`config.mk`:
```
export PLATFORM = sky130hd
export DESIGN_NAME = clkgen_ctrl
export DESIGN_NICKNAME = d
export VERILOG_FILES = /design/src/inc/clkgen_pkg.sv /design/src/rtl/clkgen_ctrl.sv
export SDC_FILE = /design/constraint.sdc
export NUM_CORES = 1
export LEC_CHECK = 0
export ABC_AREA = 1
export BUFFER_PORTS_ARGS = -buffer_cell sky130_fd_sc_hd__buf_2
export CAP_MARGIN = 30
export CORE_MARGIN = 10
export CORE_UTILIZATION = 52
export CTS_BUF_LIST = sky130_fd_sc_hd__clkbuf_8
export CTS_CLUSTER_DIAMETER = 200
export CTS_CLUSTER_SIZE = 14
export DETAILED_ROUTE_END_ITERATION = 8
export PLACE_DENSITY = 0.85
export SETUP_SLACK_MARGIN = 0.2
export SKIP_LAST_GASP = 1
export SLEW_MARGIN = 20
export SYNTH_ARGS = -nofsm -noshare
export SYNTH_HDL_FRONTEND = slang
export SYNTH_SLANG_ARGS = --single-unit
```
`constraint.sdc`:
```
create_clock -name clk -period 2.15 [get_ports clk]
set_input_delay 0.43 -clock clk [delete_from_list [all_inputs] [get_ports clk]]
set_output_delay 0.43 -clock clk [all_outputs]
set_load 0.02 [all_outputs]
```
`src/inc/clkgen_pkg.sv`:
```
// Register map, field positions and reset values of the clock generator control block.
package clkgen_pkg;
	localparam logic [7:0] OFF_MULT     = 8'h38;
	localparam logic [7:0] OFF_REFDIV   = 8'h39;
	localparam logic [7:0] OFF_TEST     = 8'h3A;
	localparam logic [7:0] OFF_FLAGS    = 8'h3B;
	localparam logic [7:0] OFF_CONTROL  = 8'h3C;
	localparam logic [7:0] OFF_CLOCK_SOURCE_SELECT   = 8'h3D;
	localparam logic [7:0] OFF_SLOW     = 8'h3E;
	// Flag register bits.
	localparam int FLG_LOCK_CHG = 7;
	localparam int FLG_LOCK     = 6;
	localparam int FLG_LIMP_CHG = 1;
	localparam int FLG_LIMP     = 0;
	// Control register bits.
	localparam int CTL_LOCK_IE  = 7;
	localparam int CTL_PLL_ON   = 6;
	localparam int CTL_AUTO     = 5;
	localparam int CTL_ACQ      = 4;
	localparam int CTL_PSEUDO_STOP_ENABLE     = 2;
	localparam int CTL_LIMP_IE  = 1;
	localparam int CTL_NO_LIMP  = 0;
	// Clock select register bits.
	localparam int SEL_PLL      = 6;
	localparam int SEL_SLOW     = 5;
	localparam int SEL_MODULE   = 2;
	// Reset values.
	localparam logic [5:0] RST_MULT    = 6'h00;
	localparam logic [2:0] RST_REFDIV  = 3'h0;
	localparam logic [5:0] RST_SLOW    = 6'h00;
	localparam logic       RST_PLL_ON  = 1'b1;
	localparam logic       RST_AUTO    = 1'b1;
	localparam logic       RST_NO_LIMP = 1'b0;
	typedef enum logic [1:0] {SRC_XTAL, SRC_SLOW, SRC_SYNTH} src_type;
endpackage : clkgen_pkg

```
`src/rtl/clkgen_ctrl.sv`:
```
// Clock generator control: PLL settings, lock and limp-home status, clock source selection and dividers.
//
// Decided for this implementation: strobed register access.
`timescale 1ns/1ps
module clkgen_ctrl
	import clkgen_pkg::*;
#(
	parameter int MULT_W   = 6,
	parameter int REFDIV_W = 3,
	parameter int SLOW_W   = 6
) (
	// Clock and reset.
	input  wire logic                clk,
	input  wire logic                nrst,
	// Register port.
	input  wire logic [7:0]          reg_addr,
	input  wire logic [7:0]          reg_wdata,
	input  wire logic                reg_wr,
	input  wire logic                reg_rd,
	output logic      [7:0]          reg_rdata,
	// Mode inputs from the system.
	input  wire logic                test_mode,
	input  wire logic                special_mode,
	input  wire logic                cpu_stop,
	// Analog loop and oscillator status pins.
	input  wire logic                ref_lost_pin,
	input  wire logic                lock_pin,
	input  wire logic                track_pin,
	// Source clock enables.
	input  wire logic                crystal_tick,
	input  wire logic                vco_tick,
	// Analog loop controls.
	output logic      [MULT_W-1:0]   synth_mult,
	output logic      [REFDIV_W-1:0] synth_refdiv,
	output logic                     pll_power_on,
	output logic                     loop_low_bw,
	output logic                     osc_enable,
	output logic                     monitor_reset,
	// Interrupt requests.
	output logic                     lock_irq,
	output logic                     limp_irq,
	// Derived clock enables.
	output logic                     system_tick,
	output logic                     slow_tick,
	output logic                     e_bus_tick,
	output logic                     periph_tick,
	output logic                     slow_derived_tick,
	output logic                     module_tick,
	output logic                     debug_tick,
	output logic                     cpu_stall
);
	typedef enum logic [1:0] {ST_RUN, ST_OLD, ST_NEW} sw_type;

	logic              rs1_q, rst_q;
	logic [2:0]        sy1_q, sy2_q;
	logic [MULT_W-1:0] mult_q;
	logic [REFDIV_W-1:0] refdiv_q;
	logic [SLOW_W-1:0] slow_q, scnt_q;
	logic lock_ie_q, pll_on_q, auto_q, acq_q, pseudo_stop_enable_q, limp_ie_q, no_limp_q, no_limp_wr_q;
	logic bus_src_pll_sel_q, bus_src_slow_sel_q, mcs_q;
	logic lock_flag_q, limp_flag_q, lock_prev_q, limp_prev_q;
	logic slvl_q, sys_half_q, slw_half_q, vco_half_q, xtal_half_q;
	logic rd_q;
	logic [7:0] raddr_q;
	logic limp, lock_stat, track, wr_flags, sys_raw, sel_bus_src_pll_sel;
	src_type cur_q, nxt_q, target;
	sw_type  sw_q;

	// Asynchronous assertion, synchronous release of reset.
	always_ff @(posedge clk or negedge nrst) begin
		if (!nrst) begin
			rs1_q <= 1'b0;
			rst_q <= 1'b0;
		end else begin
			rs1_q <= 1'b1;
			rst_q <= rs1_q;
		end
	end

	// Pin inputs pass two flip-flops: reference lost, lock detector, tracking.
	genvar gi;
	generate
		for (gi = 0; gi < 3; gi++) begin : g_sync
			always_ff @(posedge clk or negedge rst_q) begin
				if (!rst_q) begin
					sy1_q[gi] <= 1'b0;
					sy2_q[gi] <= 1'b0;
				end else begin
					sy1_q[gi] <= gi == 0 ? ref_lost_pin : (gi == 1 ? lock_pin : track_pin);
					sy2_q[gi] <= sy1_q[gi];
				end
			end
		end
	endgenerate

	assign limp          = sy2_q[0] & ~no_limp_q;
	assign monitor_reset = sy2_q[0] & no_limp_q;
	assign lock_stat     = sy2_q[1] & pll_power_on & ~limp;
	assign track         = sy2_q[2] & pll_power_on & ~limp;
	assign wr_flags      = reg_wr && reg_addr == OFF_FLAGS;
	assign sel_bus_src_pll_sel      = bus_src_pll_sel_q | limp;

	// Analog loop settings; the PLL itself realises the frequency ratio.
	assign synth_mult   = mult_q;
	assign synth_refdiv = refdiv_q;
	assign pll_power_on = pll_on_q | limp;
	assign loop_low_bw  = auto_q ? track : acq_q;
	assign osc_enable   = ~cpu_stop | pseudo_stop_enable_q;
	assign lock_irq     = lock_flag_q & lock_ie_q;
	assign limp_irq     = limp_flag_q & limp_ie_q;
	assign cpu_stall    = sw_q != ST_RUN;

	// Multiplier and divider are frozen while the PLL select bit is set; limp mode alone does not freeze them.
	always_ff @(posedge clk or negedge rst_q) begin
		if (!rst_q) begin
			mult_q   <= RST_MULT;
			refdiv_q <= RST_REFDIV;
		end else if (reg_wr && !bus_src_pll_sel_q) begin
			if (reg_addr == OFF_MULT)
				mult_q <= reg_wdata[MULT_W-1:0];
			if (reg_addr == OFF_REFDIV)
				refdiv_q <= reg_wdata[REFDIV_W-1:0];
		end
	end

	// Control register.
	always_ff @(posedge clk or negedge rst_q) begin
		if (!rst_q) begin
			lock_ie_q    <= 1'b0;
			pll_on_q     <= RST_PLL_ON;
			auto_q       <= RST_AUTO;
			acq_q        <= 1'b0;
			pseudo_stop_enable_q       <= 1'b0;
			limp_ie_q    <= 1'b0;
			no_limp_q    <= RST_NO_LIMP;
			no_limp_wr_q <= 1'b0;
		end else if (reg_wr && reg_addr == OFF_CONTROL) begin
			lock_ie_q <= reg_wdata[CTL_LOCK_IE];
			pll_on_q  <= reg_wdata[CTL_PLL_ON] | bus_src_pll_sel_q;
			auto_q    <= reg_wdata[CTL_AUTO];
			if (!auto_q)
				acq_q <= reg_wdata[CTL_ACQ];
			pseudo_stop_enable_q    <= reg_wdata[CTL_PSEUDO_STOP_ENABLE];
			limp_ie_q <= reg_wdata[CTL_LIMP_IE];
			if (special_mode || !no_limp_wr_q) begin
				no_limp_q    <= reg_wdata[CTL_NO_LIMP];
				no_limp_wr_q <= 1'b1;
			end
		end
	end

	// Clock select and slow divider registers.
	always_ff @(posedge clk or negedge rst_q) begin
		if (!rst_q) begin
			bus_src_pll_sel_q <= 1'b0;
			bus_src_slow_sel_q <= 1'b0;
			mcs_q  <= 1'b0;
			slow_q <= RST_SLOW;
		end else if (reg_wr) begin
			if (reg_addr == OFF_CLOCK_SOURCE_SELECT) begin
				bus_src_pll_sel_q <= reg_wdata[SEL_PLL] & pll_on_q;
				bus_src_slow_sel_q <= reg_wdata[SEL_SLOW];
				mcs_q  <= reg_wdata[SEL_MODULE];
			end
			if (reg_addr == OFF_SLOW)
				slow_q <= reg_wdata[SLOW_W-1:0];
		end
	end

	// Change flags: a status change in the same cycle as a clear wins.
	always_ff @(posedge clk or negedge rst_q) begin
		if (!rst_q) begin
			lock_prev_q <= 1'b0;
			limp_prev_q <= 1'b0;
			lock_flag_q <= 1'b0;
			limp_flag_q <= 1'b0;
		end else begin
			lock_prev_q <= lock_stat;
			limp_prev_q <= limp;
			if (limp)
				lock_flag_q <= 1'b0;
			else if (lock_stat != lock_prev_q)
				lock_flag_q <= 1'b1;
			else if (wr_flags && reg_wdata[FLG_LOCK_CHG])
				lock_flag_q <= 1'b0;
			if (limp != limp_prev_q)
				limp_flag_q <= 1'b1;
			else if (wr_flags && reg_wdata[FLG_LIMP_CHG])
				limp_flag_q <= 1'b0;
		end
	end

	// Read data stand only in the cycle after the read strobe.
	always_ff @(posedge clk or negedge rst_q) begin
		if (!rst_q) begin
			rd_q    <= 1'b0;
			raddr_q <= 8'h00;
		end else begin
			rd_q    <= reg_rd;
			raddr_q <= reg_addr;
		end
	end

	always_comb begin
		reg_rdata = 8'h00;
		if (rd_q) begin
			case (raddr_q)
				OFF_MULT:    reg_rdata = 8'(mult_q);
				OFF_REFDIV:  reg_rdata = 8'(refdiv_q);
				OFF_TEST:    reg_rdata = 8'h00;
				OFF_FLAGS: begin
					reg_rdata[FLG_LOCK_CHG] = lock_flag_q;
					reg_rdata[FLG_LOCK]     = lock_stat;
					reg_rdata[FLG_LIMP_CHG] = limp_flag_q;
					reg_rdata[FLG_LIMP]     = limp;
				end
				OFF_CONTROL: begin
					reg_rdata[CTL_LOCK_IE] = lock_ie_q;
					reg_rdata[CTL_PLL_ON]  = pll_on_q;
					reg_rdata[CTL_AUTO]    = auto_q;
					reg_rdata[CTL_ACQ]     = auto_q ? track : acq_q;
					reg_rdata[CTL_PSEUDO_STOP_ENABLE]    = pseudo_stop_enable_q;
					reg_rdata[CTL_LIMP_IE] = limp_ie_q;
					reg_rdata[CTL_NO_LIMP] = no_limp_q;
				end
				OFF_CLOCK_SOURCE_SELECT: begin
					reg_rdata[SEL_PLL]    = bus_src_pll_sel_q;
					reg_rdata[SEL_SLOW]   = bus_src_slow_sel_q;
					reg_rdata[SEL_MODULE] = mcs_q;
				end
				OFF_SLOW:    reg_rdata = 8'(slow_q);
				default:     reg_rdata = 8'h00;
			endcase
		end
	end

	// Slow divider: the level toggles every slow_q crystal ticks for an even duty.
	// Comparing with >= lets a smaller new divider act at once.
	always_ff @(posedge clk or negedge rst_q) begin
		if (!rst_q) begin
			scnt_q <= '0;
			slvl_q <= 1'b0;
		end else if (crystal_tick) begin
			if (slow_q == '0 || scnt_q + 1'b1 >= slow_q) begin
				scnt_q <= '0;
				slvl_q <= ~slvl_q;
			end else
				scnt_q <= scnt_q + 1'b1;
		end
	end

	always_comb begin
		if (slow_q == '0)
			slow_tick = crystal_tick;
		else
			slow_tick = crystal_tick && !slvl_q && (scnt_q + 1'b1 >= slow_q);
	end

	function automatic logic src_tick(input src_type s);
		case (s)
			SRC_SLOW:  src_tick = slow_tick;
			SRC_SYNTH: src_tick = vco_tick;
			default:   src_tick = crystal_tick;
		endcase
	endfunction

	assign target = sel_bus_src_pll_sel ? SRC_SYNTH : (bus_src_slow_sel_q ? SRC_SLOW : SRC_XTAL);

	// Source switch waits for an edge of the old clock, then of the new one.
	always_ff @(posedge clk or negedge rst_q) begin
		if (!rst_q) begin
			sw_q  <= ST_RUN;
			cur_q <= SRC_XTAL;
			nxt_q <= SRC_XTAL;
		end else begin
			case (sw_q)
				ST_RUN:
					if (target != cur_q) begin
						nxt_q <= target;
						sw_q  <= ST_OLD;
					end
				ST_OLD:
					if (src_tick(cur_q))
						sw_q <= ST_NEW;
				ST_NEW:
					if (src_tick(nxt_q)) begin
						cur_q <= nxt_q;
						sw_q  <= ST_RUN;
					end
				default:
					sw_q <= ST_RUN;
			endcase
		end
	end

	assign sys_raw = sw_q == ST_RUN && src_tick(cur_q);

	// Derived clock enables other than slow_tick, all registered.
	always_ff @(posedge clk or negedge rst_q) begin
		if (!rst_q) begin
			system_tick       <= 1'b0;
			e_bus_tick        <= 1'b0;
			periph_tick       <= 1'b0;
			slow_derived_tick <= 1'b0;
			module_tick       <= 1'b0;
			debug_tick        <= 1'b0;
			sys_half_q        <= 1'b0;
			slw_half_q        <= 1'b0;
			vco_half_q        <= 1'b0;
			xtal_half_q       <= 1'b0;
		end else begin
			system_tick <= sys_raw;
			if (system_tick)
				sys_half_q <= ~sys_half_q;
			if (slow_tick)
				slw_half_q <= ~slw_half_q;
			if (vco_tick)
				vco_half_q <= ~vco_half_q;
			if (crystal_tick)
				xtal_half_q <= ~xtal_half_q;
			e_bus_tick  <= system_tick & sys_half_q;
			periph_tick <= system_tick & sys_half_q;
			slow_derived_tick <= limp ? vco_tick & vco_half_q
				: slow_tick & slw_half_q;
			module_tick <= (mcs_q & ~limp) ? (limp ? 1'b0 : slow_tick & slw_half_q)
				: system_tick & sys_half_q;
			if (limp || (bus_src_slow_sel_q && !bus_src_pll_sel_q && slow_q != '0))
				debug_tick <= system_tick & sys_half_q;
			else
				debug_tick <= crystal_tick & xtal_half_q;
		end
	end

	chk_mult_frozen: assert property (@(posedge clk) disable iff (!rst_q)
		reg_wr && reg_addr == OFF_MULT && bus_src_pll_sel_q |=> $stable(mult_q))
		else $error("multiplier changed while PLL drives the bus");
	chk_test_zero: assert property (@(posedge clk) disable iff (!rst_q)
		reg_rd && reg_addr == OFF_TEST |=> reg_rdata == 8'h00)
		else $error("test register read not zero");
	chk_lock_flag_limp: assert property (@(posedge clk) disable iff (!rst_q)
		limp |=> !lock_flag_q)
		else $error("lock change flag set during limp");
	chk_lock_limp_zero: assert property (@(posedge clk) disable iff (!rst_q)
		limp |-> !lock_stat)
		else $error("lock status high in limp");
	chk_limp_flag_set: assert property (@(posedge clk) disable iff (!rst_q)
		limp != limp_prev_q |=> limp_flag_q)
		else $error("limp change flag missed");
	chk_irq_gating: assert property (@(posedge clk) disable iff (!rst_q)
		(lock_irq |-> lock_ie_q) and (limp_irq |-> limp_ie_q))
		else $error("interrupt without enable");
	chk_pll_on_hold: assert property (@(posedge clk) disable iff (!rst_q)
		reg_wr && reg_addr == OFF_CONTROL && bus_src_pll_sel_q |=> pll_on_q)
		else $error("PLL switched off while selected");
	chk_bus_src_pll_sel_refuse: assert property (@(posedge clk) disable iff (!rst_q)
		reg_wr && reg_addr == OFF_CLOCK_SOURCE_SELECT && !pll_on_q |=> !bus_src_pll_sel_q)
		else $error("PLL selected while off");
	chk_switch_quiet: assert property (@(posedge clk) disable iff (!rst_q)
		sw_q != ST_RUN |=> !system_tick)
		else $error("system clock pulsed during switch");
endmodule : clkgen_ctrl

```
### Word-level counts from Yosys, hierarchy flattened

Cells that the tools add are included.

* add/subtract/negate cells: 1
* $lt $le $gt $ge: 1
* equality and inequality tests: 24
* muxes and demuxes: 30
* bitwise logic cells: 27
* reductions and logical operators: 32

Operator list (count)
* $eq 8x6->1 const B: 12
* $reduce_and 2->1: 9
* $and 1x1->1: 14
* $mux 1: 14
* $logic_and 1x1->1: 10
* $pmux 2 s5: 1
* $not 1->1: 9
* $mux 2: 4
* $mux 8: 1
* $pmux 1 s2: 4
* $add 6x1->6 const B: 1
* $eq 2x1->1 const B: 3
* $eq 2x2->1 const B: 3
* $ge 6x6->1: 1
* $logic_not 6->1: 1
* $mux 6: 1
* $ne 2x2->1 const B: 3
* $pmux 1 s3: 2
* $pmux 2 s3: 1
* $reduce_bool 6->1: 1
* $pmux 1 s5: 1
* $or 1x1->1: 4
* $pmux 1 s4: 1
* $reduce_bool 2->1: 2
* other kinds (7): 12

* register bits: 69
* output and inout bits: 31

### Depth between registers and ports, before layout

Gate-level depths: netlist of the first run.

* depth in word-level cells: 8
* depth in mapped cells: 16

### Worst setup path after synthesis of the first run

Ideal clock, no wire load.

* kind: flip-flop to output port
* from: reg scnt_q[0]
* to: out slow_tick
* arrival: 1.759 ns
* data required time: 1.720 ns
* path slack: -0.039 ns
* cell stages (with the launch flop): 14
* buffers on the path: 0
* path through: dfrtp_1 > ha_1 > nand3_1 > xor2_1 > inv_1 > ha_1 > nand2_1 > inv_1 > nand2_1 > nand2_1 > nor2_1 > nand2_2 > nand3_2 > inv_2

* cells in the longest elaborated chain, start to end: 4

Ends and longest elaborated chain
* start, declared: line clkgen_ctrl.sv:58 `logic [SLOW_W-1:0] slow_q, scnt_q;`
* start signal, assigned: line clkgen_ctrl.sv:248 `scnt_q <= scnt_q + 1'b1;`
* $add 6x1->6: line clkgen_ctrl.sv:256 `slow_tick = crystal_tick && !slvl_q && (scnt_q + 1'b1 >= slow_q);`
* $ge 6x6->1: line clkgen_ctrl.sv:256
* $logic_and 1x1->1: line clkgen_ctrl.sv:256
* $mux 1: line clkgen_ctrl.sv:253 `if (slow_q == '0)`
* end, declared: line clkgen_ctrl.sv:44 `output logic slow_tick,`

Every way passes these cells.

### Final worst setup path of the first run

Ends and elaborated chain as after synthesis.

==> flow_metrics.tcl, run 1 <==
set metrics [dict create \
    synth.largest_area_cell "sky130_fd_sc_hd__dfrtp_1" \
    finish.instance_area_mm2 0.004604 \
    totalWireLength_um 10240 \
    max-slew-margin-rel_pct 65.93 \
    post_synthesis_sequential_element_count 69 \
    routedWlPerCell_um 18.08 \
    vias 3191 \
    final_util_pct 73.35 \
    synth-edff-count 0 \
    grt.overflow.total 0 \
    firstDrtPassIters 5 \
    power_leakage_nw 2.352 \
    ir_worst_vdd_mv 0.7437 \
    status "finished with violations" \
    synth_cell_type_count 38 \
    antenna_diode_count 0 \
    worst_setup_path_startpoint "scnt_q[0]" \
    finalPower_mw 3.859 \
    yosys-mux-area-fraction_pct 0.3012 \
    placement_rows 29 \
    place_worst_setup_slack_ps -215.0 \
    maxCapViolations 0 \
    setup_repair_after_global_routing_missed_its_margin "yes" \
    worst_r2r_endpoint "sw_q[0]" \
    synth_top_area_share_pct 50.45 \
    fin_crit_sh_pct 131.9 \
    rr_worst_depth 18 \
    endpoint "slow_tick" \
    synth_fp_nets 427 \
    synth-xor-area-share_pct 2.899 \
    antenna_violations_before_repair 0 \
    regToRegStartpoint "scnt_q[0]" \
    combinational_family_with_the_most_area_after_synthesis "simple AND/OR/NAND/NOR gates" \
    synth_commonest_cells "100 x sky130_fd_sc_hd__nand2_1, 67 x sky130_fd_sc_hd__dfrtp_1, 55 x sky130_fd_sc_hd__inv_1, 32 x sky130_fd_sc_hd__o21ai_0, 31 x sky130_fd_sc_hd__nor2_1" \
    die_x_um 99.94 \
    starting_density_of_the_core_pct 52.94 \
    grt_first_pass_wirelength_um 15170 \
    htree_num_levels 3 \
    holdCritPathClass "primary input to flip-flop" \
    cts_tree "built" \
    post_layout_nonfiller_instances 566 \
    power_density_mw_per_mm2 838.1 \
    nets 523 \
    synth-simple-area-share_pct 23.12 \
    crit_path_max_fanout 3 \
    place_inst 526 \
    place_area_mm2 0.003780 \
    cts_sinks 69 \
    totalNegativeSetupSlack_ps -7265 \
    report.final.slew_viol_count 0 \
    finalSetupViolations 24 \
    worst_max_slew_pin_slew_ps 509.7 \
    synth.yosys.warnings 0 \
    period_needed_ps 2836 \
    numPortBuffers 57 \
    clk_transition_reported_paths_ps 80 \
    vias_per_cell 5.638 \
    route.antenna.remaining_nets 0 \
    synth.most_common_cell "sky130_fd_sc_hd__nand2_1" \
    asyncSetResetFlopFracSynth_pct 100.0 \
    root_buffer "sky130_fd_sc_hd__clkbuf_8" \
    timing_worst_setup_path_type "flip-flop to primary output" \
    first_global_vias 3185 \
    synth-adder-area-share_pct 4.142 \
    ff2ff_setup_slack_ps -610 \
    drc 0 \
    yosys_most_used_dff "sky130_fd_sc_hd__dfrtp_1" \
    worst_setup_start_kind "flip-flop" \
    syn_area_mm2 0.003323 \
    post_route_cells_drive_above_1_share_pct 36.40 \
    synthCells 388 \
    largest_net_degree_at_the_start_of_global_routing 51 \
    fp.dieH_um 99.94 \
    synthTopCellsByArea "sky130_fd_sc_hd__dfrtp_1 50%, sky130_fd_sc_hd__nand2_1 11%, sky130_fd_sc_hd__inv_1 6.2%" \
    final_critical_path_setup_slack_ps -685.7 \
    worst_ep_arrival_time_ps 2410 \
    floorplan.die_area_mm2 0.009988 \
    place.detailed.hpwl_um 5951 \
    critical_path_required_ps 1720 \
    synth-seq-area-share_pct 52.03 \
    synth_compound_gate_area_share_pct 9.714 \
    violations "negative setup slack" \
    hold_ws_ps 186.3 \
    timing.fmax_mhz 352.6 \
    timing_hold_violations_final 0 \
    critical_path_endpoint_category "primary output" \
    insertion_delay_ps 340 \
    detail_route.iter0.violations 245 \
    clock_path_buffers 2 \
    timing.clock.skew_ps 5.869 \
    pin_count 59 \
    grt_use_total_pct 19.01 \
    cts_inserted_buffers 9 \
    post_synth.cell_area_avg_um2 8.565 \
    finalWeightedCongestion 0.8283 \
    areaGrowthSynthToFinish_pct 38.55 \
    core-area_mm2 0.006277 \
]
==> critical path, cell delays in order (launching register included) <==
cell                      delay [ps]
sky130_fd_sc_hd__dfrtp_1         430
sky130_fd_sc_hd__ha_2            230
sky130_fd_sc_hd__buf_6           110
sky130_fd_sc_hd__buf_4           140
sky130_fd_sc_hd__xor2_4          150
sky130_fd_sc_hd__ha_2            330
sky130_fd_sc_hd__nand2_1         110
sky130_fd_sc_hd__nor2_4          130
sky130_fd_sc_hd__nand2_2          70
sky130_fd_sc_hd__nand2_4          90
sky130_fd_sc_hd__nand3_4          80
sky130_fd_sc_hd__inv_4            80
sky130_fd_sc_hd__buf_6           120
==> logic make-up (layout without fill, tap and decap cells) <==
| logic type | count (synthesis) | after routing |
|---|---|---|
| AO/OA/AOI/OAI | 60 | 60 |
| flip-flops | 69 | 69 |
| multiplexers | 1 | 1 |
| buffers and inverters | 65 | 166 |
| other | 1 | 1 |
| XOR/XNOR | 11 | 11 |
| adder cells (fa/ha/maj) | 11 | 11 |
| AND/OR/NAND/NOR | 170 | 170 |
==> metal layers <==
metal	vias up	wire length [um]	GRT usage [%]
met2	175	5137	32.21
met5	-	0	0
met4	0	467	10.14
met1	1546	3859	21.28
li1	1423	-	-
met3	47	772	5.220
==> where the power goes <==
part	internal, mW	total, mW	switching [mW]
logic	0.366	0.920	0.554
clock network	0.802	1.31	0.508
registers	1.46	1.63	0.167
total	2.63	3.86	1.23
==> sequential cells by signal (all words and copies together), names as in the netlist, 3 cells and up <==
| name | count |
|---|---|
| slow_q | 6 |
| scnt_q | 6 |
| raddr_q | 8 |
| synth_mult | 6 |
| sy1_q | 3 |
| synth_refdiv | 3 |
| sy2_q | 3 |
==> worst min path at each step <==
stage	from	to	slack (ps)	cells after the start
final	ref_lost_pin	sy1_q[0]	190	1
after global routing	track_pin	sy1_q[2]	180	1
after CTS	lock_pin	sy1_q[1]	180	1
after detailed placement	rst_q	sy2_q[2]	210	0
after global placement	rst_q	sy1_q[2]	200	0
after floorplan	nrst	rs1_q	130	0
==> cells in the final DEF (no fill, tap or decap), types with 9 or more instances in the layout <==
master / count
sky130_fd_sc_hd__nand3_1: 11
sky130_fd_sc_hd__dfrtp_1: 66
sky130_fd_sc_hd__clkbuf_8: 10
sky130_fd_sc_hd__buf_2: 48
sky130_fd_sc_hd__buf_4: 21
sky130_fd_sc_hd__nor2_1: 27
sky130_fd_sc_hd__buf_6: 20
sky130_fd_sc_hd__nand2_1: 89
sky130_fd_sc_hd__inv_1: 51
sky130_fd_sc_hd__nand2_2: 9
sky130_fd_sc_hd__o21ai_0: 29
sky130_fd_sc_hd__a21oi_2: 9
==> cell type report <==
type	instances	area, um2
Sequential cell	69	1730
Fill cell	382	1673
Multi-Input combinational cell	254	1647
Timing Repair Buffer	91	653.1
Inverter	59	229.0
Clock buffer	10	137.6
Clock inverter	6	111.4
Tap cell	77	96.34
==> repair_timing <==
item | CTS | global route
gates cloned | 0 | 0
hold endpoints to repair | 2 | 0
buffers inserted | 18 | 5
endpoints found under the setup margin | 25 | 24
hold buffers | 1 | 0
gates resized for setup | 58 | 39
pin swaps | 26 | 28
Power figures use the tool's default switching activity.
==> run 2: changes to the inputs <==
Settings changed: CORE_ASPECT_RATIO set to 1.25.
==> run 2 against run 1 <==
The run still ends with negative setup slack left; global-route usage decreased by 1.7 points; final area decreased by 1.8%; largest cell class unchanged; register-to-register slack improved by 80 ps; highest routed layer unchanged; clock-buffer cell count increased by 1; flip-flop and latch count unchanged.
==> flow_metrics.tcl, run 2 (synthesis results as in run 1) <==
set metrics [dict create \
    critical_path_endpoint_category "primary output" \
    violations "negative setup slack" \
    holdCritPathClass "flip-flop to async pin" \
    power_density_mw_per_mm2 795.4 \
    timing.clock.skew_ps 6.869 \
    critical_path_required_ps 1720 \
    core-area_mm2 0.006206 \
    first_global_vias 3015 \
    floorplan.die_area_mm2 0.01001 \
    grt.overflow.total 0 \
    place_inst 536 \
    crit_path_max_fanout 3 \
    largest_register_ffs 8 \
    ir_worst_vdd_mv 0.5354 \
    placement_rows 32 \
    routedWlPerCell_um 16.31 \
    setup_repair_after_global_routing_missed_its_margin "yes" \
    timing_worst_setup_path_type "flip-flop to primary output" \
    post_layout_nonfiller_instances 575 \
    place_worst_setup_slack_ps -165.9 \
    timing_hold_violations_final 0 \
    antenna_diode_count 0 \
    cts_inserted_buffers 9 \
    pin_count 59 \
    numPortBuffers 57 \
    totalWireLength_um 9379 \
    vias 3041 \
    maxCapViolations 0 \
    fin_crit_sh_pct 126.0 \
    worst_ep_arrival_time_ps 2280 \
    root_buffer "sky130_fd_sc_hd__clkbuf_8" \
    fp.dieH_um 109.4 \
    largest_net_degree_at_the_start_of_global_routing 35 \
    top_register "raddr_q" \
    areaGrowthSynthToFinish_pct 36.03 \
    htree_num_levels 3 \
    timing.fmax_mhz 369.3 \
    power_leakage_nw 2.301 \
    final_util_pct 72.84 \
    report.final.slew_viol_count 0 \
    insertion_delay_ps 350 \
    drc 0 \
    detail_route.iter0.violations 342 \
    grt_use_total_pct 17.35 \
    clock_path_buffers 2 \
    finalWeightedCongestion 0.8345 \
    grt_first_pass_wirelength_um 13970 \
    period_needed_ps 2708 \
    nets 524 \
    antenna_violations_before_repair 0 \
    layout.cells.most_common_list "88 x sky130_fd_sc_hd__nand2_1, 64 x sky130_fd_sc_hd__dfrtp_1, 53 x sky130_fd_sc_hd__inv_1, 48 x sky130_fd_sc_hd__buf_2, 29 x sky130_fd_sc_hd__o21ai_0" \
    route.antenna.remaining_nets 0 \
    status "finished with violations" \
    starting_density_of_the_core_pct 53.55 \
    vias_per_cell 5.289 \
    mostFrequentLayoutCell "sky130_fd_sc_hd__nand2_1" \
    final_critical_path_setup_slack_ps -557.9 \
    firstDrtPassIters 7 \
    place.detailed.hpwl_um 5914 \
    cts_sinks 69 \
    clk_transition_reported_paths_ps 70 \
    cts_tree "built" \
    rr_worst_depth 21 \
    post_route_cells_drive_above_1_share_pct 35.71 \
    die_x_um 91.50 \
    worst_setup_start_kind "flip-flop" \
    finalSetupViolations 21 \
]
run 2: cell count changes in the layout (fill, tap and decap cells not counted), sizes merged:
cell	delta
buf	+1
bufinv	-1
inv	-1
clkinv	+1
clkbuf	+1
run 2: worst max-delay path, stage by stage (launching register included):
cell	delay (ps)
sky130_fd_sc_hd__dfrtp_1	400
sky130_fd_sc_hd__nand4_1	160
sky130_fd_sc_hd__nor2_2	150
sky130_fd_sc_hd__xor2_1	220
sky130_fd_sc_hd__inv_1	110
sky130_fd_sc_hd__ha_4	290
sky130_fd_sc_hd__nand2_2	50
sky130_fd_sc_hd__nor2_1	100
sky130_fd_sc_hd__nand2_1	80
sky130_fd_sc_hd__nand2_2	100
sky130_fd_sc_hd__nand3_4	90
sky130_fd_sc_hd__inv_4	70
sky130_fd_sc_hd__buf_6	110
run 2: final timing paths:
kind                       startpoint                    to  slack (ps)
max in group asynchronous       rst_q  pseudo_stop_enable_q        1330
min in group clk             lock_pin              sy1_q[1]         180
hold reg to reg                 rst_q              sy2_q[2]         110
setup reg to reg            scnt_q[1]              cur_q[1]        -530
hold / removal                  rst_q              sy2_q[2]         110
setup / recovery            scnt_q[1]             slow_tick        -560
run 2: report_power, final:
| group | switching [mW] | internal (mW) |
|---|---|---|
| registers | 0.137 | 1.46 |
| logic | 0.494 | 0.310 |
| clock network | 0.483 | 0.708 |
run 2: layer usage:
metal | share of wire (%) | vias up | track usage, %
li1 | - | 1426 | -
met4 | 2.8 | 0 | 7.511
met2 | 52 | 139 | 31.18
met3 | 7.3 | 30 | 5.184
met5 | 0 | - | 0
met1 | 38 | 1446 | 18.59
run 2: through the flow:
step	total power, mW	hold WS [ps]	setup TNS [ps]	instance area [um2]
2_1_floorplan	2.058	134.4	0	3342
3_3_place_gp	2.243	115.5	-136.5	3792
3_5_place_dp	2.279	124.5	-738.8	3792
4_1_cts	3.502	128.8	-5745	4263
5_1_grt	3.758	135.1	-9237	4521
6_report	3.596	114.6	-6830	4521
run 2: layout make-up:
| cell class | instances | area (um2) |
|---|---|---|
| clock buffer | 11 | 151.4 |
| clock inverter | 5 | 73.82 |
| fill | 407 | 1685 |
| inverter | 59 | 236.5 |
| multi-input combinational | 254 | 1590 |
| sequential | 69 | 1733 |
| tap | 85 | 106.4 |
| timing repair buffer | 92 | 629.4 |
run 2: timing repair:
item	in CTS	in global routing
buffers inserted	16	6
gates cloned	0	0
endpoints found under the hold margin	2	0
gates resized for setup	36	51
hold buffers	1	0
pin swaps	30	31
setup endpoints to repair	24	27
==> run 3: changes to the inputs <==
Settings changed: RECOVER_POWER set to 100.
==> run 3 against run 2 <==
The run still ends with negative setup slack left; routed wire length about the same; global-route usage is the same; non-clock buffer count unchanged; flip-flop and latch count is the same; first-iteration DRC count shrank 9.4%; clock-buffer cell count stayed put; worst hold slack better by 44 ps; combinational power fell by 3.4%; clock skew about the same; power fell by 0.61%; final cell count unchanged; critical path type unchanged.
==> flow_metrics.tcl, run 3 (synthesis results as in run 1) <==
set metrics [dict create \
    numPortBuffers 57 \
    max-slew-margin-rel_pct 15.44 \
    totalWireLength_um 9375 \
    firstDrtPassIters 5 \
    largest_register_ffs 8 \
    layout.cells.most_common_list "88 x sky130_fd_sc_hd__nand2_1, 65 x sky130_fd_sc_hd__dfrtp_1, 53 x sky130_fd_sc_hd__inv_1, 32 x sky130_fd_sc_hd__clkbuf_1, 29 x sky130_fd_sc_hd__o21ai_0" \
    power_density_mw_per_mm2 800.2 \
    mostFrequentLayoutCell "sky130_fd_sc_hd__nand2_1" \
    grt_util_met2_pct 31.18 \
    pwr-share-clk_pct 33.4 \
    fp.dieH_um 109.4 \
    worst_setup_start_kind "flip-flop" \
    critPathMostFrequentCell "sky130_fd_sc_hd__nand2_2" \
    cp_slowest_cell "sky130_fd_sc_hd__dfrtp_1" \
    top_register "raddr_q" \
    critical_path.cell_chain "buf_6 -> ha_4 -> nand3_4 -> xor2_2 -> inv_1 -> ha_1 -> nand2_2 -> inv_1 -> nand2_1 -> nand2_2 -> nor2_2 -> nand2_2 -> nand3_4 -> inv_4 -> buf_6" \
    grt_use_total_pct 17.35 \
    report.final.slew_viol_count 0 \
    post_route_cells_drive_above_1_share_pct 28.57 \
    pin_count 59 \
    critical_path_endpoint_category "primary output" \
    die_x_um 91.50 \
    critical_path_required_ps 1720 \
    power_leakage_nw 2.190 \
    vias_per_cell 5.351 \
    place.detailed.hpwl_um 5914 \
    fin_crit_sh_pct 126.2 \
    period_needed_ps 2713 \
    crit_path_max_fanout 3 \
    detail_route.iter0.violations 310 \
    clk_transition_reported_paths_ps 70 \
    power.share.combinational_pct 21.8 \
    place_worst_setup_slack_ps -165.9 \
    first_global_vias 3015 \
    largest_net_degree_at_the_start_of_global_routing 35 \
    holdCritPathClass "flip-flop to async pin" \
    final_critical_path_setup_slack_ps -562.8 \
    routedWlPerCell_um 16.30 \
    cts_sinks 69 \
    worst_max_slew_pin_slew_ps 1268 \
    timing.clock.skew_ps 6.526 \
    antenna_diode_count 0 \
    power.internal_mw 2.458 \
    ir_worst_vdd_mv 0.5392 \
    cts_inserted_buffers 9 \
    vias 3077 \
    setup_repair_after_global_routing_missed_its_margin "yes" \
    p_seq_share_pct 44.8 \
    htree_num_levels 3 \
    root_buffer "sky130_fd_sc_hd__clkbuf_8" \
    grtUsageMet1_pct 18.59 \
    timing.fmax_mhz 368.6 \
    core-area_mm2 0.006206 \
    grt_first_pass_wirelength_um 13970 \
    cts_tree "built" \
    route.antenna.remaining_nets 0 \
    areaGrowthSynthToFinish_pct 34.37 \
    p_sw_share_pct 31.21 \
    place_area_mm2 0.003792 \
    nets 524 \
    timing.critical_path.slowest_cell_delay_ps 420 \
    floorplan.die_area_mm2 0.01001 \
    timing_hold_violations_final 0 \
    finish.instance_area_mm2 0.004466 \
    switchingPower_mw 1.115 \
    starting_density_of_the_core_pct 53.55 \
    clock_path_buffers 2 \
    drc 0 \
    grt.overflow.total 0 \
    finalWeightedCongestion 0.8345 \
    violations "negative setup slack" \
    gr-usage-met3_pct 5.184 \
    worst_ep_arrival_time_ps 2280 \
    insertion_delay_ps 350 \
    timing_worst_setup_path_type "flip-flop to primary output" \
    finalSetupViolations 21 \
    maxCapViolations 0 \
    globalRoute.busiestLayer "met2" \
    status "finished with violations" \
    hold_ws_ps 158.6 \
    placement_rows 32 \
    antenna_violations_before_repair 0 \
]
-- run 3: repair_timing --
item                                    CTS  global route
endpoints found under the setup margin   24            27
hold buffers                              1             0
gates resized for setup                  36            51
buffers inserted                         16             6
endpoints found under the hold margin     2             0
pin swaps                                30            31
-- run 3: routing by layer --
metal / wire length, um / share of wire, %
met5: 0 / 0
met4: 245 / 2.6
met3: 641 / 6.8
met2: 4869 / 52
met1: 3618 / 39
-- run 3: per-stage QoR --
stage                     cells  utilization, %  total power, mW  TNS (ps)
after floorplan             388               -            2.058         0
after global placement      536           61.11            2.243    -136.5
after detailed placement    536           61.11            2.279    -738.8
after CTS                   569           68.69            3.502     -5745
after global routing        575           71.96            3.736     -9437
final                       575           71.96            3.574     -6927
-- run 3: area by class of cell --
class,count,area (um2)
Sequential cell,69,1732
Multi-Input combinational cell,254,1584
Inverter,59,236.5
Timing Repair Buffer,92,581.8
Clock buffer,11,151.4
Tap cell,85,106.4
Clock inverter,5,73.82
Fill cell,431,1740
-- run 3: power by group through the flow --
stage               clock [mW]  sequential, mW  combinational [mW]
finish                    1.19            1.60               0.777
global route              1.25            1.62               0.870
CTS                       1.19            1.59               0.723
detailed placement           0            1.61               0.671
global placement             0            1.60               0.644
floorplan                    0            1.65               0.409
-- run 3: worst paths after layout --
path / start / endpoint / slack [ps] / cells past startpoint
worst max-delay path: scnt_q[1] / slow_tick / -560 / 15
worst max register to register: scnt_q[1] / cur_q[1] / -540 / 21
min in group clk: track_pin / sy1_q[2] / 180 / 1
worst min register to register: rst_q / sy2_q[2] / 160 / 0
worst min-delay path: rst_q / sy2_q[2] / 160 / 0
max in group asynchronous: rst_q / raddr_q[1] / 400 / 1
-- run 3: critical path: cells and delay by family (launching register included) --
kind          cells  cell delay [ps]
xor+xnor          1              170
simple gates      7              510
flops             1              420
fa+ha+maj         2              440
buf+inv           5              400
